## src/rtl/dnac_pkg.sv

```systemverilog
package dnac_pkg;

   ////////////////////////////////////////////////////////////////////////////
   // clock and self-timer defaults
   localparam int unsigned CLK_PERIOD_NS      = 8;        // core clock period
   localparam int unsigned DEF_ERASE_TIME_NS  = 2000000;  // erase phase time
   localparam int unsigned DEF_PROG_TIME_NS   = 2000000;  // program phase time

   ////////////////////////////////////////////////////////////////////////////
   // unlock key values
   localparam logic [7:0]  KEY_FIRST          = 8'h55;    // first key byte
   localparam logic [7:0]  KEY_SECOND         = 8'hAA;    // second key byte

   ////////////////////////////////////////////////////////////////////////////
   // nvm_control field positions
   localparam int unsigned CTL_PGM_SEL        = 7;        // program space
   localparam int unsigned CTL_CFG_SEL        = 6;        // config space
   localparam int unsigned CTL_ROW_ERASE      = 4;        // row erase enable
   localparam int unsigned CTL_ABORT          = 3;        // write abort flag
   localparam int unsigned CTL_WRITE_ENABLE_GATE           = 2;        // write enable gate
   localparam int unsigned CTL_WR             = 1;        // write start
   localparam int unsigned CTL_RD             = 0;        // read start

   ////////////////////////////////////////////////////////////////////////////
   // reset and erase values
   localparam logic [7:0]  RST_BYTE           = 8'h00;    // data and address
   localparam logic [7:0]  ERASED_BYTE        = 8'hFF;    // erased cell value
   localparam logic        RST_BIT            = 1'b0;     // control bits

   ////////////////////////////////////////////////////////////////////////////
   // enumerations
   typedef enum logic [1:0]
   {
      SEL_KEY  = 2'b00,                                   // unlock_key_port
      SEL_CTL  = 2'b01,                                   // nvm_control
      SEL_DATA = 2'b10,                                   // nvm_data_byte
      SEL_ADDR = 2'b11                                    // nvm_address_byte
   } dnac_sel_t;

   typedef enum logic [1:0]
   {
      KEY_IDLE  = 2'b00,                                  // nothing seen
      KEY_HALF  = 2'b01,                                  // first key seen
      KEY_ARMED = 2'b10                                   // both keys seen
   } dnac_key_t;

   typedef enum logic [1:0]
   {
      PH_IDLE  = 2'b00,                                   // no operation
      PH_ERASE = 2'b01,                                   // erasing cell
      PH_PROG  = 2'b10                                    // programming cell
   } dnac_phase_t;

   ////////////////////////////////////////////////////////////////////////////
   // time in ns to whole core cycles, rounded up, at least one
   function automatic int unsigned dnac_ns_to_cyc(input int unsigned ns);
      int unsigned cyc;
      cyc = (ns + CLK_PERIOD_NS - 1) / CLK_PERIOD_NS;
      return (cyc == 0) ? 1 : cyc;
   endfunction

endpackage // dnac_pkg

```

## src/rtl/dnac_arr_if.sv

```systemverilog
interface dnac_arr_if;

   logic [7:0] addr;       // array byte address
   logic [7:0] wdata;      // byte to program
   logic       to_array;   // operation targets the data array
   logic       start;      // one-cycle launch of erase then program
   logic [7:0] rdata;      // array byte at addr
   logic       done;       // one-cycle completion pulse

   // controller side
   modport ctl (output addr, output wdata, output to_array, output start,
                input rdata, input done);

   // array side
   modport arr (input addr, input wdata, input to_array, input start,
                output rdata, output done);

endinterface // dnac_arr_if

```

## src/rtl/dnac_array.sv

```systemverilog
module dnac_array
   import dnac_pkg::*;
#(
   parameter int unsigned ERASE_CYC = 1,   // erase phase cycles
   parameter int unsigned PROG_CYC  = 1    // program phase cycles
)
(
   // clock, reset, enable
   input  wire logic  clk_i,
   input  wire logic  rst_i,
   input  wire logic  ce_i,
   // controller link
   dnac_arr_if.arr    arr
);

   ////////////////////////////////////////////////////////////////////////////
   // storage and timer state
   logic [7:0]  mem_q [256];   // nonvolatile cells, not reset
   dnac_phase_t phase_q;       // self-timer phase
   logic [31:0] cnt_q;         // cycles left in phase
   logic        done_q;        // completion pulse

   // read port is plain combinational, one cycle read
   assign arr.rdata = mem_q[arr.addr];
   assign arr.done  = done_q;

   ////////////////////////////////////////////////////////////////////////////
   // self-timer: erase phase, then program phase
   always_ff @(posedge clk_i)
   begin
      if (rst_i)
      begin
         // any reset cuts the operation short
         phase_q <= PH_IDLE;
         cnt_q   <= 32'h0000_0000;
         done_q  <= RST_BIT;
      end
      else if (ce_i)
      begin
         done_q <= RST_BIT;
         unique case (phase_q)
            PH_IDLE:
            begin
               if (arr.start)
               begin
                  phase_q <= PH_ERASE;
                  cnt_q   <= 32'(ERASE_CYC - 1);
               end
            end
            PH_ERASE:
            begin
               if (cnt_q == 32'h0000_0000)
               begin
                  phase_q <= PH_PROG;
                  cnt_q   <= 32'(PROG_CYC - 1);
               end
               else
               begin
                  cnt_q <= cnt_q - 32'h0000_0001;
               end
            end
            PH_PROG:
            begin
               if (cnt_q == 32'h0000_0000)
               begin
                  phase_q <= PH_IDLE;
                  done_q  <= 1'b1;
               end
               else
               begin
                  cnt_q <= cnt_q - 32'h0000_0001;
               end
            end
            default:
            begin
               // illegal code falls back to idle
               phase_q <= PH_IDLE;
            end
         endcase
      end
   end

   ////////////////////////////////////////////////////////////////////////////
   // cell update at the end of each phase, data array target only
   always_ff @(posedge clk_i)
   begin
      if (!rst_i && ce_i && arr.to_array && cnt_q == 32'h0000_0000)
      begin
         if (phase_q == PH_ERASE)
         begin
            mem_q[arr.addr] <= ERASED_BYTE;
         end
         else if (phase_q == PH_PROG)
         begin
            mem_q[arr.addr] <= arr.wdata;
         end
      end
   end

endmodule // dnac_array

```

## src/rtl/dnac_top.sv

```systemverilog
module dnac_top
   import dnac_pkg::*;
#(
   parameter int unsigned ERASE_TIME_NS = DEF_ERASE_TIME_NS,  // erase time
   parameter int unsigned PROG_TIME_NS  = DEF_PROG_TIME_NS    // program time
)
(
   // clock, resets, enable
   input  wire logic              CORE_CLK_I,
   input  wire logic              RST_I,
   input  wire logic              POR_I,
   input  wire logic              CE_I,
   // power-up timer status
   input  wire logic              PWRT_ACTIVE_I,
   // special function register port
   input  wire dnac_pkg::dnac_sel_t SFR_SEL_I,
   input  wire logic              SFR_WE_I,
   input  wire logic [7:0]        SFR_WDATA_I,
   output logic [7:0]             SFR_RDATA_O,
   // done flag in peripheral_flags_two bit 4
   input  wire logic              NVM_DONE_FLAG_CLR_I,
   output logic                   NVM_DONE_IRQ_FLAG_O,
   // write in progress
   output logic                   NVM_BUSY_O
);

   import dnac_pkg::*;

   ////////////////////////////////////////////////////////////////////////////
   // derived timer counts
   localparam int unsigned ERASE_CYC = dnac_ns_to_cyc(ERASE_TIME_NS);
   localparam int unsigned PROG_CYC  = dnac_ns_to_cyc(PROG_TIME_NS);

   ////////////////////////////////////////////////////////////////////////////
   // registers
   logic       pgm_sel_q;     // program_space_select
   logic       cfg_sel_q;     // config_space_select
   logic       row_erase_q;   // row erase enable
   logic       abort_q;       // write_abort_flag
   logic       write_enable_gate_q;        // write_enable_gate
   logic       wr_q;          // write running
   logic       rd_q;          // read start, one cycle
   logic [7:0] addr_q;        // nvm_address_byte
   logic [7:0] data_q;        // nvm_data_byte
   logic       irq_q;         // nvm_done_irq_flag
   logic [7:0] rdata_q;       // register readback
   dnac_key_t  key_q;         // unlock sequence state

   ////////////////////////////////////////////////////////////////////////////
   // decode
   logic       rst_any;       // either reset
   logic       ctl_we;        // unlocked control write
   logic       wr_try;        // control write asks to launch
   logic       wr_ok;         // launch accepted
   logic       rd_ok;         // read accepted
   logic       done;          // array finished

   dnac_arr_if u_arr_if ();

   assign rst_any = RST_I | POR_I;
   // control writes are ignored while a write runs
   assign ctl_we  = SFR_WE_I && SFR_SEL_I == SEL_CTL && !wr_q;
   assign wr_try  = ctl_we && SFR_WDATA_I[CTL_WR];
   // launch only after the full key sequence with the gate already set
   assign wr_ok   = wr_try && key_q == KEY_ARMED
                    && write_enable_gate_q
                    && !PWRT_ACTIVE_I;
   // read refused when program or config space is selected
   assign rd_ok   = ctl_we && SFR_WDATA_I[CTL_RD] && !wr_try
                    && !SFR_WDATA_I[CTL_PGM_SEL]
                    && !SFR_WDATA_I[CTL_CFG_SEL];
   assign done    = u_arr_if.done;

   // array link
   assign u_arr_if.addr     = addr_q;
   assign u_arr_if.wdata    = data_q;
   assign u_arr_if.to_array = !pgm_sel_q && !cfg_sel_q;
   assign u_arr_if.start    = CE_I && wr_ok;

   dnac_array
   #(
      .ERASE_CYC (ERASE_CYC),
      .PROG_CYC  (PROG_CYC)
   )
   u_array
   (
      .clk_i (CORE_CLK_I),
      .rst_i (rst_any),
      .ce_i  (CE_I),
      .arr   (u_arr_if.arr)
   );

   ////////////////////////////////////////////////////////////////////////////
   // unlock sequence tracker; any other register write breaks it
   always_ff @(posedge CORE_CLK_I)
   begin
      if (rst_any)
      begin
         key_q <= KEY_IDLE;
      end
      else if (CE_I && SFR_WE_I)
      begin
         if (SFR_SEL_I == SEL_KEY && SFR_WDATA_I == KEY_FIRST)
         begin
            key_q <= KEY_HALF;
         end
         else if (SFR_SEL_I == SEL_KEY && SFR_WDATA_I == KEY_SECOND
                  && key_q == KEY_HALF)
         begin
            key_q <= KEY_ARMED;
         end
         else
         begin
            // wrong key, launch attempt or other write consumes it
            key_q <= KEY_IDLE;
         end
      end
   end

   ////////////////////////////////////////////////////////////////////////////
   // space select, row erase and write gate
   always_ff @(posedge CORE_CLK_I)
   begin
      if (POR_I)
      begin
         pgm_sel_q   <= RST_BIT;
         cfg_sel_q   <= RST_BIT;
         row_erase_q <= RST_BIT;
         write_enable_gate_q      <= RST_BIT;
      end
      else if (RST_I)
      begin
         // select bits survive a reset for tracing
         row_erase_q <= RST_BIT;
         write_enable_gate_q      <= RST_BIT;
      end
      else if (CE_I)
      begin
         if (done)
         begin
            row_erase_q <= RST_BIT;
         end
         else if (ctl_we && !wr_try)
         begin
            // a launch write leaves select bits as they are
            pgm_sel_q   <= SFR_WDATA_I[CTL_PGM_SEL];
            cfg_sel_q   <= SFR_WDATA_I[CTL_CFG_SEL];
            row_erase_q <= SFR_WDATA_I[CTL_ROW_ERASE];
            write_enable_gate_q      <= SFR_WDATA_I[CTL_WRITE_ENABLE_GATE];
         end
      end
   end

   ////////////////////////////////////////////////////////////////////////////
   // write and read start bits
   always_ff @(posedge CORE_CLK_I)
   begin
      if (rst_any)
      begin
         wr_q <= RST_BIT;
         rd_q <= RST_BIT;
      end
      else if (CE_I)
      begin
         rd_q <= rd_ok;
         if (done)
         begin
            wr_q <= RST_BIT;
         end
         else if (wr_ok)
         begin
            wr_q <= 1'b1;
         end
      end
   end

   ////////////////////////////////////////////////////////////////////////////
   // abort flag: set at launch and on refused launch, kept over RST_I
   always_ff @(posedge CORE_CLK_I)
   begin
      if (POR_I)
      begin
         abort_q <= RST_BIT;
      end
      else if (!RST_I && CE_I)
      begin
         if (wr_try)
         begin
            abort_q <= 1'b1;
         end
         else if (done)
         begin
            abort_q <= RST_BIT;
         end
         else if (ctl_we)
         begin
            abort_q <= SFR_WDATA_I[CTL_ABORT];
         end
      end
   end

   ////////////////////////////////////////////////////////////////////////////
   // address register
   always_ff @(posedge CORE_CLK_I)
   begin
      if (rst_any)
      begin
         addr_q <= RST_BYTE;
      end
      else if (CE_I && SFR_WE_I && SFR_SEL_I == SEL_ADDR && !wr_q)
      begin
         addr_q <= SFR_WDATA_I;
      end
   end

   ////////////////////////////////////////////////////////////////////////////
   // data register: array read has priority over software write
   always_ff @(posedge CORE_CLK_I)
   begin
      if (rst_any)
      begin
         data_q <= RST_BYTE;
      end
      else if (CE_I)
      begin
         if (rd_q)
         begin
            data_q <= u_arr_if.rdata;
         end
         else if (SFR_WE_I && SFR_SEL_I == SEL_DATA && !wr_q)
         begin
            data_q <= SFR_WDATA_I;
         end
      end
   end

   ////////////////////////////////////////////////////////////////////////////
   // done flag: completion wins over a same-cycle clear
   always_ff @(posedge CORE_CLK_I)
   begin
      if (rst_any)
      begin
         irq_q <= RST_BIT;
      end
      else if (CE_I)
      begin
         if (done)
         begin
            irq_q <= 1'b1;
         end
         else if (NVM_DONE_FLAG_CLR_I)
         begin
            irq_q <= RST_BIT;
         end
      end
   end

   ////////////////////////////////////////////////////////////////////////////
   // registered readback of the selected register
   always_ff @(posedge CORE_CLK_I)
   begin
      if (rst_any)
      begin
         rdata_q <= RST_BYTE;
      end
      else if (CE_I)
      begin
         unique case (SFR_SEL_I)
            SEL_KEY:  rdata_q <= RST_BYTE;
            SEL_CTL:  rdata_q <= {pgm_sel_q, cfg_sel_q, 1'b0, row_erase_q,
                                  abort_q, write_enable_gate_q, wr_q, rd_q};
            SEL_DATA: rdata_q <= data_q;
            SEL_ADDR: rdata_q <= addr_q;
         endcase
      end
   end

   assign SFR_RDATA_O         = rdata_q;
   assign NVM_DONE_IRQ_FLAG_O = irq_q;
   assign NVM_BUSY_O          = wr_q;
endmodule // dnac_top

```

## config.mk

```make
export PLATFORM = sky130hd
export DESIGN_NAME = dnac_top
export DESIGN_NICKNAME = d
export VERILOG_FILES = /design/src/rtl/dnac_pkg.sv /design/src/rtl/dnac_arr_if.sv /design/src/rtl/dnac_array.sv /design/src/rtl/dnac_top.sv
export SDC_FILE = /design/constraint.sdc
export NUM_CORES = 2
export LEC_CHECK = 0
export ABC_AREA = 1
export ABC_CLOCK_PERIOD_IN_PS = 8800
export BUFFER_PORTS_ARGS = -buffer_cell sky130_fd_sc_hd__buf_2
export CORE_ASPECT_RATIO = 0.8
export CORE_MARGIN = 2
export CORE_UTILIZATION = 47
export DETAILED_ROUTE_END_ITERATION = 8
export HOLD_SLACK_MARGIN = 0.08
export SETUP_SLACK_MARGIN = 0.4
export SYNTH_ARGS = -nofsm -noshare
export SYNTH_HDL_FRONTEND = slang
export SYNTH_SLANG_ARGS = --single-unit
```

## constraint.sdc

```tcl
create_clock -name CORE_CLK_I -period 8.8 [get_ports CORE_CLK_I]
set_clock_uncertainty 0.2 [all_clocks]
set_input_delay 0.44 -clock CORE_CLK_I [delete_from_list [all_inputs] [get_ports CORE_CLK_I]]
set_output_delay 0.44 -clock CORE_CLK_I [all_outputs]
set_load 0.01 [all_outputs]
```

==> impl_metrics.yaml <==
status:
  status: "finished, final reports clean"
routing:
  wl_met3_um: 25500
  final_antenna_net_count: 0
  vias_per_cell: 5.84
  drtPass1Iterations: 6
  wl_met2_um: 105000
  wl_per_cell_um: 24.5
  wirelength_um: 244000
  vias: 58100
  drtIter0Drc: 7626
  drc: 0
  m1WireLength_um: 108000
  highest-signal-layer: "met4"
sta:
  fin_crit_sh_pct: 54.9
  worst_pin_slew_ps: 1250
  final-setup-viol-count: 0
  rsz0062_at_grt: "false"
  maxSlewViolCount: 0
  fmax_ghz: 0.207
  fin_ws_ps: 3970
  period_needed_ps: 4830
  finalHoldViolations: 0
  relSlewSlack_pct: 16.3
  timing.setup.tns_ps: 0
global_route:
  grt_max_degree: 205
  antenna_found_initial: 1
  track_usage_pct: 25.6
  grt_pass1_wl_um: 362000
  grt_overflow: 0
  grt_pass1_vias: 54300
synth:
  syn_area_per_cell_um2: 11.5
  netlist.area_leader.share_pct: 71.1
  synth_area_leaders: "edfxtp_1 71%, nand3_1 12%, nand2_1 9.6%"
  yosys_most_used_dff: "edfxtp_1"
  synth_most_common_cell: "nand2_1"
  syn_inst: 7521
  synthesis.area_um2: 86500
  ys_seq_area_share_pct: 72.9
  async_reset_ff_share_pct: 0
  netlist-cell-type-count: 41
  ys_ff_latch: 2125
  ys.warnings.count: 0
  yosys.area.top_type: "edfxtp_1"
  syn_nets: 7544
  synth-edff-count: 2048
  synth_common_cells: "2206 x nand2_1, 2048 x edfxtp_1, 2044 x nand3_1, 380 x clkbuf_1, 348 x nor2_1"
clocking:
  cts.sinks: 2125
  clock_path_buffers: 3
  ctsHoldBuffers: 30
  insertion_delay_ps: 830
  cts_inserted_buffers: 203
  cts_resized: 0
  clk_pin_slew_ps: 60
  cts_root_buf: "clkbuf_16"
  cts_tree: "built"
  postCtsSetupBuffers: 0
  htreeDepth: 4
placed_design:
  dp.final_hpwl_um: 138000
  dp_worst_setup_slack_ps: 4020
  place_congestion: 0.858
  portBuffers: 26
  place_inst: 9554
pwr:
  combPwrFrac_pct: 1.3
  seqPwrFrac_pct: 56.4
  p_int_uw: 15400
  pwr_density_cell_nw_per_um2: 204
  power.static_leakage_uw: 0.0354
  peakVddDrop_mv: 0.220
  power.net_switching_uw: 3930
  power_uw: 19400
  power_frac_clock_pct: 42.3
  switching_share_pct: 20.3
hold_path:
  worstHoldPathType: "in2reg"
finish:
  drive_gt1_share_pct: 5.26
  instances_no_fill: 9949
  finalNetCount: 7398
  area_growth_pct: 9.75
  postLayoutCoreUtil_pct: 52.0
die:
  coreArea_um2: 182000
  die_h_um: 388
  initial_core_util_pct: 47.4
  std_cell_rows: 140
  dieWidth_um: 484
  die_area_um2: 187000
  io_pins: 27
setup_path:
  r2r_end: "data_q[3]"
  cp-end-kind: "flip-flop"
  reg2regPathDepth: 14
  path_class: "reg2reg"
  critical_path_required_ps: 9280
  r2r_setup_slack_ps: 3970
  path_max_fanout: 110
  arrival_ps: 5310
  cp-start-kind: "flip-flop"
  crit_end: "data_q[3]"
run:
  maxCapViolations: 0
-- registers in the layout, indices dropped and copies added, names as in the netlist, 2 cells and up, named ones only --
name             count
data_q               8
u_array.cnt_q       32
SFR_RDATA_O          8
key_q                2
u_array.mem_q     2048
u_array.phase_q      2
addr_q               8
-- logic make-up (layout without fill, tap and decap cells) --
group           after synthesis  after routing  synth area share, %
compound gates              123            123                0.822
simple gates               4657           4657                 23.4
flops                      2125           2125                 72.9
other cells                   0              2                    0
fa+ha+maj                     6              6               0.0868
xor+xnor                      7              7               0.0709
buf+inv                     603            615                 2.71
-- per-stage QoR --
step           hold WS [ps]  instance area (µm²)
2_1_floorplan           243                86500
3_3_place_gp            249                88500
3_5_place_dp            257                88500
4_1_cts                 125                94900
5_1_grt                 174                94900
6_report                184                94900
-- routing by layer --
metal | global-route usage (%) | vias to the layer above
met5 | 0 | -
met4 | 5.97 | 0
met3 | 5.79 | 322
met2 | 36.7 | 2806
met1 | 39.7 | 28700
li1 | - | 26300
-- cell usage in the layout (no fill, tap or decap), types with 4 or more instances in the layout --
cell           instances
clkbuf_16            208
nand2_1             2198
dfxtp_4                4
buf_4                 65
edfxtp_1            2048
clkinv_2              23
xor2_1                 7
inv_1                101
buf_2                 26
o21ai_0               35
a211oi_1               7
nand2_4               12
nor2_2                 6
clkbuf_8               4
bufinv_16              4
ha_1                   6
dlygate4sd3_1         30
a21oi_1               59
o211a_1                4
o221ai_1               4
nor3_1                14
dfxtp_1               71
nand4_1               13
inv_6                  7
nor4_1                 7
buf_12                12
clkinv_1              60
nor2_1               348
clkbuf_1              66
nand3_1             2044
-- how the worst min path moves through the flow --
stage	startpoint	end	slack [ps]	depth (start not counted)
4_1_cts	POR_I	pgm_sel_q	120	3
5_1_grt	POR_I	pgm_sel_q	170	3
3_5_place_dp	NVM_DONE_IRQ_FLAG_O	NVM_DONE_IRQ_FLAG_O	260	2
6_report	POR_I	pgm_sel_q	180	3
2_1_floorplan	u_array.cnt_q[31]	u_array.cnt_q[31]	240	2
3_3_place_gp	NVM_DONE_IRQ_FLAG_O	NVM_DONE_IRQ_FLAG_O	250	2
-- worst max-delay path: stages, from the launching register on --
cell and delay [ps]:
dfxtp_4 380, inv_8 510, buf_4 930, buf_4 760, nand3_1 140, nand3_1 130, nand3_1 200, nand3_1 200
nand3_1 180, nand3_1 380, nand2_1 140, nand2_1 80, nand3_1 90, nand2_1 90, a21oi_1 60
-- power groups by stage --
stage | clock [µW] | combinational, µW | sequential (µW)
after floorplan | 0 | 149 | 11100
after global routing | 8680 | 269 | 10900
after global placement | 0 | 241 | 11100
final | 8190 | 254 | 10900
after CTS | 8280 | 248 | 10900
after detailed placement | 0 | 241 | 11100
-- layout make-up --
type                            instances  area, µm²
Timing Repair Buffer                  133       1160
Sequential cell                      2125      63100
Clock inverter                         85        526
Antenna cell                            2       5.00
Inverter                              119        472
Multi-Input combinational cell       4793      21100
Fill cell                           15600      87500
Clock buffer                          278       5510
Tap cell                             2414       3020
Power figures use the tool's default switching activity.
